**src/rtl/opmode_pkg.sv**
```systemverilog
// Constants, register map and mode encoding of the operating-mode sequencer
package opmode_pkg;

  // Clock and timing
  localparam int unsigned CLK_HZ = 50_000_000;
  localparam int unsigned CYC_PER_US = CLK_HZ / 1_000_000;
  localparam int unsigned BOOT_WAIT_LOW_US = 1000;
  localparam int unsigned BOOT_WAIT_HIGH_US = 1000;
  localparam int unsigned MOTION_LOW_DEBOUNCE_US = 1000;
  localparam int unsigned SLEEP_TICK_US = 1000;
  localparam int unsigned BOOT_WAIT_LOW_CYC = BOOT_WAIT_LOW_US * CYC_PER_US;
  localparam int unsigned BOOT_WAIT_HIGH_CYC = BOOT_WAIT_HIGH_US * CYC_PER_US;
  localparam int unsigned MOTION_LOW_DEBOUNCE_CYC = MOTION_LOW_DEBOUNCE_US * CYC_PER_US;
  localparam int unsigned SLEEP_TICK_CYC = SLEEP_TICK_US * CYC_PER_US;
  localparam int unsigned CNT_W = 24;

  // Register offsets
  localparam logic [3:0] CTRL_ADDR = 4'h0;
  localparam logic [3:0] WAKE_CFG_ADDR = 4'h1;
  localparam logic [3:0] SLEEP_CFG_ADDR = 4'h2;
  localparam logic [3:0] FPM_IDLE_ADDR = 4'h3;
  localparam logic [3:0] FPM_DECIM_ADDR = 4'h4;
  localparam logic [3:0] SLEEP_COUNT_ADDR = 4'h5;
  localparam logic [3:0] AWS_EN_ADDR = 4'h6;
  localparam logic [3:0] STATUS_ADDR = 4'h7;
  localparam logic [3:0] EVT_LATCH_ADDR = 4'h8;

  // Field positions
  localparam int unsigned RUN_BIT = 0;
  localparam int unsigned DEEP_OFF_BIT = 1;
  localparam int unsigned PIN2_SEL_BIT = 2;
  localparam int unsigned HPM_BIT = 0;
  localparam int unsigned FPM_BIT = 1;
  localparam int unsigned ODR_LSB = 4;
  localparam int unsigned STAT_BOOT_DONE_BIT = 7;
  localparam int unsigned STAT_STRAP_BIT = 6;
  localparam int unsigned STAT_TRIG_BIT = 5;

  // Reset values
  localparam logic [7:0] CTRL_RST = 8'h00;
  localparam logic [7:0] WAKE_CFG_RST = 8'h01;
  localparam logic [7:0] SLEEP_CFG_RST = 8'h00;
  localparam logic [7:0] FPM_IDLE_RST = 8'h00;
  localparam logic [7:0] FPM_DECIM_RST = 8'h00;
  localparam logic [7:0] SLEEP_COUNT_RST = 8'h00;
  localparam logic [7:0] AWS_EN_RST = 8'h00;

  // Operating modes
  typedef enum logic [2:0] {
    MODE_OFF,
    MODE_BOOT,
    MODE_STANDBY,
    MODE_DEEP_OFF,
    MODE_WAKE,
    MODE_SLEEP,
    MODE_TRIG_WAIT
  } mode_e;

endpackage : opmode_pkg

```
**src/rtl/operating_mode_sequencer.sv**
```systemverilog
// Operating-mode sequencer: boot, standby, deep-off, wake, sleep, trigger-wait
//
// Our own choices: strobed register access and the placing of the registers.
`timescale 1ns/1ps
`default_nettype none

// Contract
// Going from measuring back to standby keeps every register unchanged.
// Going from standby into measuring clears a chosen subset of registers.
// Leaving deep-off loads default values into every setting.
// Entering deep-off discards state, samples and all host settings.
// Wake and sleep each use their own power mode and rate settings.
// Flexible mode enables separately for wake and sleep with idle and decimation.
// Strap low: after low-strap boot wait, enter standby and await bus commands.
// Strap high: boot done with motion high enters wake and sets run bit.
// Strap low: deep-off request in standby enters deep-off; only wake pin exits.
// Strap high: motion low for debounce time forces and holds deep-off.
// Strap high: deep-off request still works but wake pin cannot wake.
// Strap low: host toggles wake pin to restart boot from deep-off.
// Strap high: motion line high leaves deep-off and starts boot.
// Strap low: pin2 select 1 enters trigger-wait, 0 returns to standby.
// Strap high: trigger-wait can never be entered or left.
// Trigger rising edge in trigger-wait starts one conversion and enters wake.
// After a triggered measurement completes, return to trigger-wait.
// Strap low: run bit 1 moves standby to wake, 0 moves back.
// Strap high: motion low for debounce time clears run; host may clear too.
// Strap high: host setting run bit in standby resumes motion detection.
// Countdown at least 1 expiring without enabled event moves wake to sleep.
// Any enabled event source in sleep returns the device to wake.
// Boot completion sets boot-done flag and pulses the boot output.
// Strap low: wake pin edge in either direction exits deep-off.
// Modes are distinct enumerated states with exactly one active.
module operating_mode_sequencer #(
  parameter int unsigned BOOT_WAIT_LOW_CYC = opmode_pkg::BOOT_WAIT_LOW_CYC,
  parameter int unsigned BOOT_WAIT_HIGH_CYC = opmode_pkg::BOOT_WAIT_HIGH_CYC,
  parameter int unsigned MOTION_LOW_DEBOUNCE_CYC = opmode_pkg::MOTION_LOW_DEBOUNCE_CYC,
  parameter int unsigned SLEEP_TICK_CYC = opmode_pkg::SLEEP_TICK_CYC
) (
  input wire logic CLK_IN,
  input wire logic SYS_RST_IN,
  input wire logic BOOT_STRAP_SELECT_IN,
  input wire logic WAKE_PIN_IN,
  input wire logic MOTION_LINE_IN,
  input wire logic TRIGGER_IN,
  input wire logic MEAS_DONE_IN,
  input wire logic [7:0] AWS_EVENT_IN,
  input wire logic [3:0] ADDR_IN,
  input wire logic [7:0] WR_DATA_IN,
  input wire logic WR_EN_IN,
  input wire logic RD_EN_IN,
  output logic [7:0] RD_DATA_OUT,
  output logic [2:0] MODE_OUT,
  output logic BOOT_PULSE_OUT,
  output logic CONV_START_OUT,
  output logic MEASURING_OUT,
  output logic HPM_OUT,
  output logic FPM_OUT,
  output logic [3:0] ODR_OUT,
  output logic [7:0] FPM_IDLE_OUT,
  output logic [7:0] FPM_DECIM_OUT
);

  localparam int unsigned CW = opmode_pkg::CNT_W;
  localparam logic [CW-1:0] BOOT_LOW_LAST = CW'(BOOT_WAIT_LOW_CYC - 1);
  localparam logic [CW-1:0] BOOT_HIGH_LAST = CW'(BOOT_WAIT_HIGH_CYC - 1);
  localparam logic [CW-1:0] MOT_LOW_LAST = CW'(MOTION_LOW_DEBOUNCE_CYC - 1);
  localparam logic [CW-1:0] TICK_LAST = CW'(SLEEP_TICK_CYC - 1);

  typedef struct packed {
    opmode_pkg::mode_e mode;
    logic strap;
    logic [7:0] ctrl;
    logic [7:0] wake_cfg;
    logic [7:0] sleep_cfg;
    logic [7:0] fpm_idle;
    logic [7:0] fpm_decim;
    logic [7:0] sleep_count;
    logic [7:0] aws_en;
    logic [7:0] evt_latch;
    logic boot_done;
    logic trig_meas;
    logic [CW-1:0] cnt;
    logic [CW-1:0] tick_cnt;
    logic [7:0] sleep_cnt;
    logic wake_pin_prev;
    logic trig_prev;
    logic [7:0] rd_data;
    logic boot_pulse;
    logic conv_start;
  } state_s;

  state_s s_q;
  state_s s_d;

  function automatic logic bus_open(input opmode_pkg::mode_e m);
    bus_open = (m == opmode_pkg::MODE_STANDBY) || (m == opmode_pkg::MODE_WAKE) ||
               (m == opmode_pkg::MODE_SLEEP) || (m == opmode_pkg::MODE_TRIG_WAIT);
  endfunction : bus_open

  function automatic logic is_measuring(input opmode_pkg::mode_e m);
    is_measuring = (m == opmode_pkg::MODE_WAKE) || (m == opmode_pkg::MODE_SLEEP);
  endfunction : is_measuring

  ////////////////////////////////////////////////////////////////////////////
  // Next-state logic

  logic wr_ok;
  logic evt_hit;
  logic motion_low_done;
  logic wake_edge;
  logic trig_rise;

  always_comb begin
    s_d = s_q;
    s_d.boot_pulse = 1'b0;
    s_d.conv_start = 1'b0;
    s_d.rd_data = 8'h00;
    s_d.wake_pin_prev = WAKE_PIN_IN;
    s_d.trig_prev = TRIGGER_IN;
    wr_ok = WR_EN_IN && bus_open(s_q.mode);
    evt_hit = |(AWS_EVENT_IN & s_q.aws_en);
    motion_low_done = s_q.strap && !MOTION_LINE_IN && (s_q.cnt >= MOT_LOW_LAST);
    wake_edge = (WAKE_PIN_IN != s_q.wake_pin_prev);
    trig_rise = TRIGGER_IN && !s_q.trig_prev;

    // Sticky event latch, set wins
    if (bus_open(s_q.mode)) begin
      s_d.evt_latch = s_q.evt_latch | AWS_EVENT_IN;
    end

    // Register reads
    if (RD_EN_IN && bus_open(s_q.mode)) begin
      unique case (ADDR_IN)
        opmode_pkg::CTRL_ADDR: s_d.rd_data = s_q.ctrl;
        opmode_pkg::WAKE_CFG_ADDR: s_d.rd_data = s_q.wake_cfg;
        opmode_pkg::SLEEP_CFG_ADDR: s_d.rd_data = s_q.sleep_cfg;
        opmode_pkg::FPM_IDLE_ADDR: s_d.rd_data = s_q.fpm_idle;
        opmode_pkg::FPM_DECIM_ADDR: s_d.rd_data = s_q.fpm_decim;
        opmode_pkg::SLEEP_COUNT_ADDR: s_d.rd_data = s_q.sleep_count;
        opmode_pkg::AWS_EN_ADDR: s_d.rd_data = s_q.aws_en;
        opmode_pkg::STATUS_ADDR: s_d.rd_data = {s_q.boot_done, s_q.strap, s_q.trig_meas,
                                                2'b00, s_q.mode};
        opmode_pkg::EVT_LATCH_ADDR: s_d.rd_data = s_q.evt_latch;
        default: s_d.rd_data = 8'h00;
      endcase
    end

    // Register writes
    if (wr_ok) begin
      unique case (ADDR_IN)
        opmode_pkg::CTRL_ADDR: begin
          s_d.ctrl = WR_DATA_IN;
          if (s_q.strap) begin
            s_d.ctrl[opmode_pkg::PIN2_SEL_BIT] = 1'b0;
          end
        end
        opmode_pkg::WAKE_CFG_ADDR: s_d.wake_cfg = WR_DATA_IN;
        opmode_pkg::SLEEP_CFG_ADDR: s_d.sleep_cfg = WR_DATA_IN;
        opmode_pkg::FPM_IDLE_ADDR: s_d.fpm_idle = WR_DATA_IN;
        opmode_pkg::FPM_DECIM_ADDR: s_d.fpm_decim = WR_DATA_IN;
        opmode_pkg::SLEEP_COUNT_ADDR: s_d.sleep_count = WR_DATA_IN;
        opmode_pkg::AWS_EN_ADDR: s_d.aws_en = WR_DATA_IN;
        opmode_pkg::EVT_LATCH_ADDR: s_d.evt_latch = AWS_EVENT_IN; // Clear, set wins
        default: begin
        end
      endcase
    end

    // Mode sequencing
    unique case (s_q.mode)
      opmode_pkg::MODE_OFF: begin
        s_d.mode = opmode_pkg::MODE_BOOT;
        s_d.strap = BOOT_STRAP_SELECT_IN;
        s_d.cnt = '0;
      end
      opmode_pkg::MODE_BOOT: begin
        s_d.cnt = s_q.cnt + CW'(1);
        if (s_q.cnt >= (s_q.strap ? BOOT_HIGH_LAST : BOOT_LOW_LAST)) begin
          s_d.cnt = '0;
          s_d.boot_done = 1'b1;
          s_d.boot_pulse = 1'b1;
          if (!s_q.strap) begin
            s_d.mode = opmode_pkg::MODE_STANDBY;
          end else if (MOTION_LINE_IN) begin
            s_d.mode = opmode_pkg::MODE_WAKE;
            s_d.ctrl[opmode_pkg::RUN_BIT] = 1'b1;
          end else begin
            s_d.mode = opmode_pkg::MODE_DEEP_OFF;
          end
        end
      end
      opmode_pkg::MODE_DEEP_OFF: begin
        if (s_q.strap ? MOTION_LINE_IN : wake_edge) begin
          s_d.mode = opmode_pkg::MODE_BOOT;
          s_d.cnt = '0;
        end
      end
      opmode_pkg::MODE_STANDBY: begin
        if (s_d.ctrl[opmode_pkg::DEEP_OFF_BIT]) begin
          s_d.mode = opmode_pkg::MODE_DEEP_OFF;
        end else if (s_d.ctrl[opmode_pkg::RUN_BIT]) begin
          s_d.mode = opmode_pkg::MODE_WAKE;
          s_d.evt_latch = 8'h00;
          s_d.sleep_cnt = 8'h00;
          s_d.tick_cnt = '0;
        end else if (s_d.ctrl[opmode_pkg::PIN2_SEL_BIT] && !s_q.strap) begin
          s_d.mode = opmode_pkg::MODE_TRIG_WAIT;
        end
      end
      opmode_pkg::MODE_TRIG_WAIT: begin
        if (!s_d.ctrl[opmode_pkg::PIN2_SEL_BIT]) begin
          s_d.mode = opmode_pkg::MODE_STANDBY;
        end else if (trig_rise) begin
          s_d.mode = opmode_pkg::MODE_WAKE;
          s_d.conv_start = 1'b1;
          s_d.trig_meas = 1'b1;
        end
      end
      opmode_pkg::MODE_WAKE: begin
        if (s_q.trig_meas) begin
          if (MEAS_DONE_IN) begin
            s_d.mode = opmode_pkg::MODE_TRIG_WAIT;
            s_d.trig_meas = 1'b0;
          end
        end else if (!s_d.ctrl[opmode_pkg::RUN_BIT]) begin
          s_d.mode = opmode_pkg::MODE_STANDBY;
        end else if (s_q.sleep_count != 8'h00) begin
          s_d.tick_cnt = s_q.tick_cnt + CW'(1);
          if (evt_hit) begin
            s_d.tick_cnt = '0;
            s_d.sleep_cnt = 8'h00;
          end else if (s_q.tick_cnt >= TICK_LAST) begin
            s_d.tick_cnt = '0;
            s_d.sleep_cnt = s_q.sleep_cnt + 8'h01;
            if (s_q.sleep_cnt + 8'h01 >= s_q.sleep_count) begin
              s_d.mode = opmode_pkg::MODE_SLEEP;
              s_d.sleep_cnt = 8'h00;
            end
          end
        end
      end
      opmode_pkg::MODE_SLEEP: begin
        if (!s_d.ctrl[opmode_pkg::RUN_BIT]) begin
          s_d.mode = opmode_pkg::MODE_STANDBY;
        end else if (evt_hit) begin
          s_d.mode = opmode_pkg::MODE_WAKE;
          s_d.tick_cnt = '0;
        end
      end
      default: s_d.mode = opmode_pkg::MODE_OFF;
    endcase

    // Motion-low debounce with high strap
    if (s_q.strap && bus_open(s_q.mode)) begin
      s_d.cnt = MOTION_LINE_IN ? '0 : s_q.cnt + CW'(1);
      if (motion_low_done) begin
        s_d.ctrl[opmode_pkg::RUN_BIT] = 1'b0;
        s_d.mode = opmode_pkg::MODE_DEEP_OFF;
      end
    end

    // Deep-off loses all settings, flags and counters but keeps the strap; leaving it reloads defaults
    if ((s_d.mode == opmode_pkg::MODE_DEEP_OFF && s_q.mode != opmode_pkg::MODE_DEEP_OFF) ||
        (s_d.mode == opmode_pkg::MODE_BOOT && s_q.mode == opmode_pkg::MODE_DEEP_OFF)) begin
      s_d.ctrl = opmode_pkg::CTRL_RST;
      s_d.wake_cfg = opmode_pkg::WAKE_CFG_RST;
      s_d.sleep_cfg = opmode_pkg::SLEEP_CFG_RST;
      s_d.fpm_idle = opmode_pkg::FPM_IDLE_RST;
      s_d.fpm_decim = opmode_pkg::FPM_DECIM_RST;
      s_d.sleep_count = opmode_pkg::SLEEP_COUNT_RST;
      s_d.aws_en = opmode_pkg::AWS_EN_RST;
      s_d.evt_latch = 8'h00;
      s_d.boot_done = 1'b0;
      s_d.trig_meas = 1'b0;
      s_d.cnt = '0;
      s_d.tick_cnt = '0;
      s_d.sleep_cnt = 8'h00;
    end
  end

  ////////////////////////////////////////////////////////////////////////////
  // State register

  always_ff @(posedge CLK_IN) begin
    if (SYS_RST_IN) begin
      s_q <= '0;
      s_q.mode <= opmode_pkg::MODE_OFF;
      s_q.ctrl <= opmode_pkg::CTRL_RST;
      s_q.wake_cfg <= opmode_pkg::WAKE_CFG_RST;
      s_q.sleep_cfg <= opmode_pkg::SLEEP_CFG_RST;
      s_q.fpm_idle <= opmode_pkg::FPM_IDLE_RST;
      s_q.fpm_decim <= opmode_pkg::FPM_DECIM_RST;
      s_q.sleep_count <= opmode_pkg::SLEEP_COUNT_RST;
      s_q.aws_en <= opmode_pkg::AWS_EN_RST;
    end else begin
      s_q <= s_d;
    end
  end

  ////////////////////////////////////////////////////////////////////////////
  // Outputs

  logic [7:0] act_cfg;
  logic act_fpm;

  always_comb begin
    act_cfg = (s_q.mode == opmode_pkg::MODE_SLEEP) ? s_q.sleep_cfg : s_q.wake_cfg;
    act_fpm = act_cfg[opmode_pkg::FPM_BIT];
  end

  always_ff @(posedge CLK_IN) begin
    if (SYS_RST_IN) begin
      HPM_OUT <= 1'b0;
      FPM_OUT <= 1'b0;
      ODR_OUT <= 4'h0;
      FPM_IDLE_OUT <= 8'h00;
      FPM_DECIM_OUT <= 8'h00;
      MEASURING_OUT <= 1'b0;
    end else begin
      HPM_OUT <= act_cfg[opmode_pkg::HPM_BIT];
      FPM_OUT <= act_fpm;
      ODR_OUT <= act_cfg[opmode_pkg::ODR_LSB +: 4];
      FPM_IDLE_OUT <= act_fpm ? s_q.fpm_idle : 8'h00;
      FPM_DECIM_OUT <= act_fpm ? s_q.fpm_decim : 8'h00;
      MEASURING_OUT <= is_measuring(s_d.mode);
    end
  end

  always_comb begin
    RD_DATA_OUT = s_q.rd_data;
    MODE_OUT = s_q.mode;
    BOOT_PULSE_OUT = s_q.boot_pulse;
    CONV_START_OUT = s_q.conv_start;
  end
endmodule : operating_mode_sequencer

`default_nettype wire

```
**config.mk**
```make
export PLATFORM = sky130hd
export DESIGN_NAME = operating_mode_sequencer
export DESIGN_NICKNAME = d
export VERILOG_FILES = /design/src/rtl/opmode_pkg.sv /design/src/rtl/operating_mode_sequencer.sv
export SDC_FILE = /design/constraint.sdc
export NUM_CORES = 1
export LEC_CHECK = 0
export BUFFER_PORTS_ARGS = -buffer_cell sky130_fd_sc_hd__buf_2
export CORE_ASPECT_RATIO = 0.5
export CORE_MARGIN = 2
export CORE_UTILIZATION = 45
export CTS_CLUSTER_DIAMETER = 30
export DETAILED_ROUTE_END_ITERATION = 8
export SLEW_MARGIN = 0
export SYNTH_ARGS = -nofsm -noshare
export SYNTH_HDL_FRONTEND = slang
export SYNTH_SLANG_ARGS = --single-unit
export TNS_END_PERCENT = 50
```
**constraint.sdc**
```tcl
create_clock -name CLK_IN -period 4.2 [get_ports CLK_IN]
set_input_delay 0.21 -clock CLK_IN [delete_from_list [all_inputs] [get_ports CLK_IN]]
set_output_delay 0.21 -clock CLK_IN [all_outputs]
set_load 0.02 [all_outputs]
```
==> results of run 1 <==
placed cells by master, fill, tap and decap left out, drive strengths merged, types with 4 or more instances in the layout:
cell type / synthesis / layout
nand3: 30 / 30
nor3: 51 / 51
or3: 6 / 6
nor4: 9 / 9
o21ai: 29 / 29
or2: 5 / 5
a32oi: 4 / 4
mux2: 6 / 6
a21oi: 58 / 58
buf: 31 / 80
a22oi: 18 / 18
nand4: 10 / 10
nor2b: 20 / 20
a211oi: 5 / 5
and3: 18 / 18
nand2: 68 / 68
clkbuf: 28 / 17
ha: 11 / 11
nand2b: 13 / 13
a31oi: 5 / 5
inv: 18 / 25
clkinv: 0 / 4
xor2: 18 / 18
nor3b: 6 / 6
o211ai: 6 / 6
mux2i: 55 / 55
a22o: 6 / 6
or4: 9 / 9
nor2: 106 / 106
dfxtp: 161 / 161
and2: 22 / 22
nand3b: 6 / 6
xnor2: 7 / 7
metal layers:
metal | part of all wire, % | up-vias | routed length, µm | global-route usage [%]
li1 | - | 3273 | - | -
met3 | 5.6 | 30 | 1150 | 4.23
met1 | 49 | 3173 | 9970 | 32.5
met2 | 44 | 211 | 9030 | 36.8
met4 | 1.5 | 0 | 311 | 7.29
met5 | 0 | - | 0 | 0
state kept, by name, summed over array words and instances (netlist names):
name / flops
BOOT_PULSE_OUT: 1
CONV_START_OUT: 1
FPM_DECIM_OUT: 8
FPM_IDLE_OUT: 8
FPM_OUT: 1
HPM_OUT: 1
MEASURING_OUT: 1
MODE_OUT: 3
ODR_OUT: 4
RD_DATA_OUT: 8
s_q: 125
area by class of cell:
| class | count | area, µm² |
|---|---|---|
| Tap cell | 227 | 284 |
| Clock buffer | 17 | 425 |
| Timing Repair Buffer | 80 | 465 |
| Inverter | 18 | 67.6 |
| Fill cell | 1571 | 7730 |
| Clock inverter | 15 | 221 |
| Sequential cell | 161 | 3220 |
| Multi-Input combinational cell | 656 | 4100 |
stage by stage:
step	setup slack, ns	power, W	utilization [%]
global placement	0.781	0.00169	49.3
floorplan	1.36	0.00164	-
detailed placement	0.664	0.00169	49.3
CTS	0.622	0.00337	53.2
global route	0.387	0.00347	53.2
finish	0.589	0.00335	53.2
kinds of logic (layout without fill, tap and decap cells):
kind of cell	after synthesis	after routing	share of synthesized area [%]
AO/OA/AOI/OAI	170	170	14.8
XOR/XNOR	25	25	2.85
adder cells (fa/ha/maj)	11	11	1.79
buffers and inverters	77	130	4.58
flip-flops	161	161	42.0
multiplexers	62	62	8.35
AND/OR/NAND/NOR	388	388	25.6
power by group through the flow:
| stage | Combinational [W] | Sequential, W | Clock [W] |
|---|---|---|---|
| 2_1_floorplan | 0.0000699 | 0.00157 | 0 |
| 3_3_place_gp | 0.000121 | 0.00157 | 0 |
| 3_5_place_dp | 0.000122 | 0.00157 | 0 |
| 4_1_cts | 0.000122 | 0.00153 | 0.00172 |
| 5_1_grt | 0.000133 | 0.00153 | 0.00180 |
| 6_report | 0.000123 | 0.00153 | 0.00169 |
path summary, 6_finish.rpt:
check / endpoint / cells past startpoint
max: s_q[75]$_SDFF_PP0_ / 8
min reg2reg: s_q[131]$_SDFFE_PP0P_ / 2
max reg2reg: s_q[75]$_SDFF_PP0_ / 8
min: s_q[134]$_SDFFE_PP0P_ / 3
critical path: stages (launching register included):
cell	delay, ns
dfxtp_1	0.60
nor2b_1	0.56
o211ai_2	0.35
mux2i_1	0.21
or4_1	0.55
o2111a_1	0.29
o31ai_4	0.49
buf_4	0.33
nor3_1	0.09
==> out/results.ini, run 1 <==
[status]
run_status=finished, final reports clean

[setup_path]
crit_arrival_ns=3.90
cp_data_required_time_ns=4.49
setup.worst_path.start_class=flop
cp-startpoint=MODE_OUT[1]$_SDFF_PP0_
worst_setup_path_end_kind=flop
reg2reg_setup_slack_ns=0.59
worstReg2RegStart=MODE_OUT[1]$_SDFF_PP0_
worstSetupPathType=flop to flop
timing.critical_path.fanout_max=19

[logic_synthesis]
mappedNetlistNets=934
synth_cells=894
ys_dominant_reg_cell=dfxtp_1
synthDistinctLibCells=66
synthTopCellsByCount=161 x dfxtp_1, 106 x nor2_1, 68 x nand2_1
dominant_cell_by_count_in_the_synthesized_netlist=dfxtp_1
number_of_synthesized_flops_with_an_enable_pin=0
yosysSeqAreaShare_pct=42.0
yosysWarnings=0
async_s_r_ff_share_synth_pct=0
post_synth_main_area_contributors=dfxtp_1 42%, mux2i_1 7.2%, nor2_1 5.2%
postSynthRegisterBits=161
mappedNetlistArea_mm2=0.00767
synth.avg_cell_area_um2=8.58
synth_top_area_share_pct=42.0
synth_top_cell_by_area=dfxtp_1

[die]
core.rowCount=33
dieWidth_um=189
die_y_um=96.3
design.portCount=65
area_of_the_core_mm2=0.0165
full_die_area_mm2=0.0182
floorplan.initialDensity_pct=46.5

[power]
power.static_leakage_nw=3.67
power-per-cell-area_mw_per_mm2=381
cell_internal_pwr_w=0.00254
combinationalPowerShare_pct=3.7
power.net_switching_w=0.000813
power.clock.fraction_pct=50.6
vdd_ir_drop_max_mv=0.269
netSwitchingFraction_pct=24.3
power.sequential.fraction_pct=45.8

[timing]
final-setup-viol-count=0
final_number_of_hold_violating_endpoints=0
max_clock_freq_mhz=277
worst_slew_pin_slew_ns=0.947
slew_viol_final=0
min_period_over_period_pct=86.0
finalSetupTns_ns=0
rsz0062_at_grt=no
post_layout_minimum_cycle_time_ns=3.61
fin_worst_hold_slack_ns=0.00880
clock-skew-final_ns=0.00927
slew-limit-headroom_pct=36.0

[placement]
hpwlAfterDp_um=14300
placedInstanceArea_mm2=0.00814
globalplace.congestion=0.902
port-buffer-count=64
dp_cells=1142

[grt]
grt_pass1_wl_um=32900
overflow=0
grtUsageTotal_pct=23.3
antenna_found_initial=0
grt_start_max_net_pins=52
number_of_global_route_vias_before_repair=6141

[cts]
buffers_inserted_during_post_cts_setup_optimization=0
clkTransAtPathRegs_ns=0.07
tritoncts=yes
worst_skew_pair.late_latency_ns=0.43
clock_tree.root_cell=clkbuf_16
ctsResizeCount=0
cts_made_buffers=17
htree_depth=4
clk_path_buf_depth=2
cts.hold.buffers_added=0
cts_sinks=161

[detailed_routing]
drt_wl_total_um=20500
dr_vias=6687
drt-vias-per-instance=5.70
antenna_left=0
first_pass_iters=7
drt_drc_violations_left=0
routedWlPerCell_um=17.4
drt-initial-drc-count=529

[final_layout]
n_antenna_cell=0
syn2layout_area_growth_pct=14.5
postLayoutCellArea_mm2=0.00879
final_layout_size_suffix_gt1_share_pct=13.9
final_net_count=974
instances_no_fill=1174

[min_path]
holdCritStartpoint=BOOT_STRAP_SELECT_IN
hp-class=input port to flop

[flow_run]
max_cap_viol_count=0

No activity file was read; power rests on OpenSTA's default activity.
==> run 2, diff against run 1 <==
--- a/config.mk
+++ b/config.mk
@@ -5,12 +5,12 @@
 export SDC_FILE = /design/constraint.sdc
 export NUM_CORES = 1
 export LEC_CHECK = 0
-export BUFFER_PORTS_ARGS = -buffer_cell sky130_fd_sc_hd__buf_2
 export CORE_ASPECT_RATIO = 0.5
 export CORE_MARGIN = 2
 export CORE_UTILIZATION = 45
 export CTS_CLUSTER_DIAMETER = 30
 export DETAILED_ROUTE_END_ITERATION = 8
+export DONT_BUFFER_PORTS = 1
 export SLEW_MARGIN = 0
 export SYNTH_ARGS = -nofsm -noshare
 export SYNTH_HDL_FRONTEND = slang
==> run 2 against run 1 <==
Routed wire length grew 1.6%. Combinational power shrank 19%. Register-to-register slack gained 0.12 ns. Global-route usage grew 0.34 points. Flip-flop and latch count is the same. Critical endpoint is now s_q[49]$_SDFFE_PP0P_. Largest cell class unchanged. Clock power grew 5%. Largest power group unchanged. Final area shrank 1.6%. Non-clock buffer count shrank 47. Utilization shrank 0.83 points.
==> out/results.ini, run 2 (synthesis gave the netlist of run 1 again) <==
[setup_path]
timing.critical_path.fanout_max=92  ; +73
reg2reg_setup_slack_ns=0.71  ; +0.12 ns
worstSetupPathType=flop to flop
worstReg2RegStart=MODE_OUT[1]$_SDFF_PP0_
crit_arrival_ns=3.79  ; -0.11 ns
worst_setup_path_end_kind=flop
setup.worst_path.start_class=flop
r2r.worst_path.cells=8  ; unchanged
worstReg2RegEnd=s_q[49]$_SDFFE_PP0P_
cp_data_required_time_ns=4.50  ; about the same

[detailed_routing]
drt-vias-per-instance=5.84  ; +2.5%
drt-initial-drc-count=497  ; -6.0%
dr_vias=6588  ; -1.5%
first_pass_iters=7  ; unchanged
drt_drc_violations_left=0  ; unchanged
antenna_left=0  ; unchanged
drt_wl_total_um=20800  ; +1.6%
routedWlPerCell_um=18.4  ; +5.8%

[power]
power.static_leakage_nw=3.43  ; -6.5%
power-per-cell-area_mw_per_mm2=394  ; +3.2%
vdd_ir_drop_max_mv=0.319  ; +19%

[cts]
clock_tree.root_cell=clkbuf_16
clkTransAtPathRegs_ns=0.07  ; about the same
htree_depth=4  ; unchanged
cts_made_buffers=17  ; unchanged
buffers_inserted_during_post_cts_setup_optimization=0  ; unchanged
worst_skew_pair.late_latency_ns=0.44  ; about the same
tritoncts=yes
clk_path_buf_depth=2  ; unchanged
cts_sinks=161  ; unchanged

[placement]
hpwlAfterDp_um=14200  ; -0.56%
placement.setup.worst_slack_ns=0.781  ; +0.117 ns
globalplace.congestion=0.902  ; about the same
port-buffer-count=0  ; -100%

[grt]
grtUsageTotal_pct=23.6  ; +0.34 points
grt_start_max_net_pins=93  ; +79%
antenna_found_initial=1  ; +1
number_of_global_route_vias_before_repair=6038  ; -1.7%
overflow=0  ; unchanged
grt_pass1_wl_um=32900  ; about the same

[timing]
worst_slew_pin_slew_ns=0.786  ; -0.162 ns
final_number_of_hold_violating_endpoints=0  ; unchanged
final-setup-viol-count=0  ; unchanged
finalSetupTns_ns=0  ; unchanged
min_period_over_period_pct=83.1  ; -2.9 points
slew-limit-headroom_pct=47.4  ; +11 points
rsz0062_at_grt=no
post_layout_minimum_cycle_time_ns=3.49  ; -0.120 ns
clock-skew-final_ns=0.0124  ; +0.00315 ns
slew_viol_final=0  ; unchanged
layout_setup_ws_ns=0.709  ; +0.120 ns
max_clock_freq_mhz=286  ; +3.4%

[status]
run_status=finished, final reports clean

[final_layout]
final_layout_size_suffix_gt1_share_pct=7.33  ; -6.6 points
syn2layout_area_growth_pct=12.7
final_cell_mix=161 x dfxtp_1, 106 x nor2_1, 68 x nand2_1
final_net_count=927  ; -4.8%
top_register=s_q
largest_register_ff_count=125  ; unchanged
mostFrequentLayoutCell=dfxtp_1

[min_path]
min_delay_worst_endpoint=s_q[120]$_SDFFE_PP0P_
holdCritStartpoint=ADDR_IN[3]
worstHoldPathCells=3  ; unchanged
hp-class=input port to flop

[die]
area_of_the_core_mm2=0.0165  ; unchanged
dieWidth_um=189  ; unchanged
die_y_um=96.3  ; unchanged
core.rowCount=33  ; unchanged
floorplan.initialDensity_pct=46.5  ; unchanged
full_die_area_mm2=0.0182  ; unchanged
design.portCount=65  ; unchanged

[flow_run]
max_cap_viol_count=0  ; unchanged

[run 2: cell count changes in the layout (fill, tap and decap cells not counted), moves of 2 or more]
cell / change
inv_6: +4
bufinv_16: +2
clkinv_8: -2
dlygate4sd3_1: +19
buf_2: -64
inv_8: -3
clkinv_4: -2
[run 2: report_power, final]
part	total [W]	switching [W]	leakage, nW	internal, W
Clock	0.00177	0.000696	0.320	0.00107
Combinational	0.000100	0.0000650	1.81	0.0000353
Sequential	0.00153	0.00000412	1.30	0.00153
Total	0.00340	0.000765	3.43	0.00264
[run 2: layout make-up]
type                            count  area, µm²
Fill cell                        1536       7870
Multi-Input combinational cell    656       4100
Clock buffer                       17        425
Tap cell                          227        284
Inverter                           18       67.6
Antenna cell                        1       2.50
Clock inverter                     15        240
Sequential cell                   161       3220
Timing Repair Buffer               33        308
[run 2: worst max-delay path, stage by stage (launching register included)]
cell and delay [ns]:
dfxtp_1 0.74, nor2b_1 0.23, o211ai_2 0.50, mux2i_1 0.16, or4_1 0.54, o2111a_1 0.29
o31ai_4 0.31, buf_12 0.34, nor3_1 0.12
[run 2: worst max-delay path by stage]
stage	start	to	slack, ns	cells past startpoint
floorplan	ADDR_IN[0]	s_q[101]$_SDFFE_PP0P_	1.36	10
global placement	MODE_OUT[1]$_SDFF_PP0_	s_q[73]$_SDFF_PP0_	0.92	8
detailed placement	MODE_OUT[1]$_SDFF_PP0_	s_q[35]$_SDFFE_PP0P_	0.78	8
CTS	MODE_OUT[1]$_SDFF_PP0_	s_q[35]$_SDFFE_PP0P_	0.77	8
global route	MODE_OUT[1]$_SDFF_PP0_	s_q[101]$_SDFFE_PP0P_	0.51	8
finish	MODE_OUT[1]$_SDFF_PP0_	s_q[49]$_SDFFE_PP0P_	0.71	8
[run 2: routing by layer]
| layer | share of wire, % | wire (µm) | track usage (%) |
|---|---|---|---|
| met1 | 47 | 9740 | 31.7 |
| met3 | 7.4 | 1530 | 6.38 |
| met5 | 0 | 0 | 0 |
| met2 | 42 | 8730 | 35.0 |
| met4 | 3.8 | 790 | 12.1 |
[run 2: stage by stage]
| step | util (%) | hold WS (ns) | area, µm² | power [W] | instances |
|---|---|---|---|---|---|
| 2_1_floorplan | - | 0.282 | 7670 | 0.00164 | 894 |
| 3_3_place_gp | 47.2 | 0.285 | 7790 | 0.00164 | 1076 |
| 3_5_place_dp | 47.2 | 0.288 | 7790 | 0.00164 | 1076 |
| 4_1_cts | 52.3 | 0.000914 | 8640 | 0.00343 | 1126 |
| 5_1_grt | 52.4 | 0.0116 | 8650 | 0.00351 | 1128 |
| 6_report | 52.4 | 0.0110 | 8650 | 0.00340 | 1128 |
[run 2: timing repair]
| item | 4_1_cts | 5_1_grt |
|---|---|---|
| hold endpoints to repair | 70 | 1 |
| hold buffers | 18 | 1 |
| gates resized for setup | 0 | 0 |
==> run 3, diff against run 2 <==
==> constraint.sdc (replaced) <==
create_clock -name CLK_IN -period 2.9 [get_ports CLK_IN]
set_input_delay 0.145 -clock CLK_IN [delete_from_list [all_inputs] [get_ports CLK_IN]]
set_output_delay 0.145 -clock CLK_IN [all_outputs]
set_load 0.02 [all_outputs]
==> run 3 against run 2 <==
Register-to-register slack worse by 0.63 ns. Total power up 41%. Utilization up 4.4 points. Largest power group unchanged. Flip-flop and latch count unchanged. Non-clock buffer count up 56. Largest cell class unchanged. Clock power up 36%. Critical path type unchanged. Via count up 3.9%. Hold slack better by 0.0033 ns. Sequential share of layout area down 2.7 points.
==> out/results.ini, run 3 (synthesis gave the netlist of run 1 again) <==
[status]
run_status=finished, final reports clean

[timing]
slew-limit-headroom_pct=44.7  ; -2.7 points
slew_viol_final=0  ; unchanged
final-setup-viol-count=0  ; unchanged
final_number_of_hold_violating_endpoints=0  ; unchanged
worst_slew_pin_slew_ns=0.829  ; +0.0435 ns
layout_setup_ws_ns=0.0836  ; -0.625 ns
min_period_over_period_pct=97.1  ; +14 points
max_clock_freq_mhz=355  ; +24%
fin_worst_hold_slack_ns=0.0143  ; +0.00326 ns
post_layout_minimum_cycle_time_ns=2.82  ; -0.675 ns
clock-skew-final_ns=0.00875  ; -0.00367 ns

[min_path]
hp-class=input port to flop
holdCritStartpoint=SYS_RST_IN
worstHoldPathCells=3  ; unchanged
min_delay_worst_endpoint=MODE_OUT[2]$_SDFF_PP0_

[die]
design.portCount=65  ; unchanged
core.rowCount=33  ; unchanged
area_of_the_core_mm2=0.0165  ; unchanged
die_y_um=96.3  ; unchanged
floorplan.initialDensity_pct=46.5  ; unchanged
full_die_area_mm2=0.0182  ; unchanged
dieWidth_um=189  ; unchanged

[cts]
worst_skew_pair.late_latency_ns=0.43  ; about the same
htree_depth=4  ; unchanged
clock_tree.root_cell=clkbuf_16
cts_made_buffers=17  ; unchanged
cts_sinks=161  ; unchanged
clkTransAtPathRegs_ns=0.07  ; about the same
clk_path_buf_depth=2  ; unchanged
tritoncts=yes

[setup_path]
worst_setup_path_end_kind=flop
worstReg2RegEnd=s_q[28]$_SDFFE_PP0P_
critical_path.cell_chain=nand2_2, nor2_4, buf_4, nand3_2, xnor2_2, ha_1, nand4_1, o31a_1, o2111a_2, o31ai_4, buf_6, clkbuf_16, nor3_1
setup.worst_path.start_class=flop
worstSetupPathType=flop to flop
cp_data_required_time_ns=3.19  ; -1.31 ns
worstReg2RegStart=s_q[15]$_SDFFE_PP0P_
timing.critical_path.fanout_max=7  ; -92%
cp_slowest_stage_delay_ns=0.38  ; -0.36 ns
worst_path_max_delay_cell=dfxtp_4
r2r.worst_path.cells=13  ; +5
reg2reg_setup_slack_ns=0.08  ; -0.63 ns
crit_arrival_ns=3.10  ; -0.69 ns

[detailed_routing]
drt_wl_total_um=21800  ; +5.1%
drt-initial-drc-count=543  ; +9.3%
routedWlPerCell_um=18.5  ; +0.11%
drt_drc_violations_left=0  ; unchanged
antenna_left=0  ; unchanged
dr_vias=6844  ; +3.9%
drt-vias-per-instance=5.78  ; -1.0%
first_pass_iters=7  ; unchanged

[final_layout]
final_net_count=983  ; +6.0%
top_register=s_q
final_cell_mix=156 x dfxtp_1, 104 x nor2_1, 67 x nand2_1
multiInputGateArea_mm2=0.00429  ; +4.7%
num-fill-cells=1515  ; -1.4%
register_area_mm2=0.00324  ; +0.43%
postLayoutCellArea_mm2=0.00938  ; +8.4%
largest_register_ff_count=125  ; unchanged
final_layout_size_suffix_gt1_share_pct=15.1  ; +7.7 points
mostFrequentLayoutCell=dfxtp_1
syn2layout_area_growth_pct=22.2
instances_no_fill=1184  ; +5.0%
post-route-util_pct=56.8  ; +4.4 points

[placement]
dp_cells=1109  ; +3.1%
hpwlAfterDp_um=14800  ; +4.4%
port-buffer-count=0  ; unchanged
placedInstanceArea_mm2=0.00808  ; +3.7%
placement.setup.worst_slack_ns=-0.0909  ; -0.872 ns
globalplace.congestion=0.927  ; +2.8%

[power]
power.net_switching_w=0.00112  ; +47%
combinationalPowerShare_pct=3.9  ; +1.0 points
power-per-cell-area_mw_per_mm2=512  ; +30%
power.clock.fraction_pct=49.9  ; -2.1 points
power.static_leakage_nw=3.78  ; +10%
power.sequential.fraction_pct=46.2  ; +1.1 points
cell_internal_pwr_w=0.00368  ; +39%
netSwitchingFraction_pct=23.4  ; +0.90 points
vdd_ir_drop_max_mv=0.383  ; +20%

[grt]
overflow=0  ; unchanged
grt_pass1_wl_um=33900  ; +3.0%
antenna_found_initial=1  ; unchanged
grtUsageTotal_pct=24.3  ; +0.64 points
grt_start_max_net_pins=33  ; -65%
number_of_global_route_vias_before_repair=6268  ; +3.8%

[flow_run]
max_cap_viol_count=0  ; unchanged

run 3: routing by layer:
metal	track usage (%)	vias to the layer above	wire length, µm
li1	-	3295	-
met1	32.8	3262	10100
met2	37.4	258	9630
met3	6.93	29	1760
met4	7.94	0	371
met5	0	-	0
run 3: layout make-up:
class / instances / area share, %
multi-input cells: 656 / 45.8
flip-flops and latches: 161 / 34.5
repair buffers: 89 / 9.33
clock buffers: 17 / 4.54
well taps: 227 / 3.03
clock inverters: 15 / 2.07
inverters: 18 / 0.720
diodes: 1 / 0.0267
run 3: worst max path at each step:
stage	from	endpoint	slack (ns)	cells after the start
after CTS	s_q[13]$_SDFFE_PP0P_	s_q[126]$_SDFF_PP0_	-0.006	14
final	s_q[15]$_SDFFE_PP0P_	s_q[28]$_SDFFE_PP0P_	0.08	13
after global placement	s_q[12]$_SDFFE_PP0P_	s_q[94]$_SDFFE_PP0P_	-0.08	12
after detailed placement	s_q[12]$_SDFFE_PP0P_	s_q[89]$_SDFFE_PP0P_	-0.09	12
after global routing	s_q[15]$_SDFFE_PP0P_	s_q[61]$_SDFFE_PP0P_	-0.02	13
after floorplan	s_q[12]$_SDFFE_PP0P_	s_q[101]$_SDFFE_PP0P_	0.06	12
run 3: per-stage QoR:
step,power [W],TNS [ns]
after floorplan,0.00237,0
after global placement,0.00239,-6.43
after detailed placement,0.00239,-7.38
after CTS,0.00483,-0.00586
after global routing,0.00495,-0.154
final,0.00480,0
run 3: repair_timing:
item                       in CTS  in global routing
setup endpoints to repair     119                120
hold buffers                   33                  0
pin swaps                       5                 13
gates cloned                    1                  2
hold endpoints to repair       78                  0
buffers inserted                1                  5
resized for setup              13                 39
run 3: power by group through the flow:
| stage | clock [W] | combinational [W] | sequential, W |
|---|---|---|---|
| after detailed placement | 0 | 0.000117 | 0.00227 |
| after CTS | 0.00243 | 0.000172 | 0.00222 |
| final | 0.00240 | 0.000186 | 0.00222 |
| after global routing | 0.00254 | 0.000196 | 0.00222 |
| after floorplan | 0 | 0.000101 | 0.00227 |
| after global placement | 0 | 0.000116 | 0.00227 |
run 3: critical path, delay by kind of cell (launching register included):
family	cells	cell delay, ns
AOI/OAI and AO/OA	3	0.88
xor gates and xnor gates	1	0.16
adders and majority gates	1	0.30
buffers and inverters	3	0.51
DFF	1	0.38
and+or+nand+nor	5	0.42
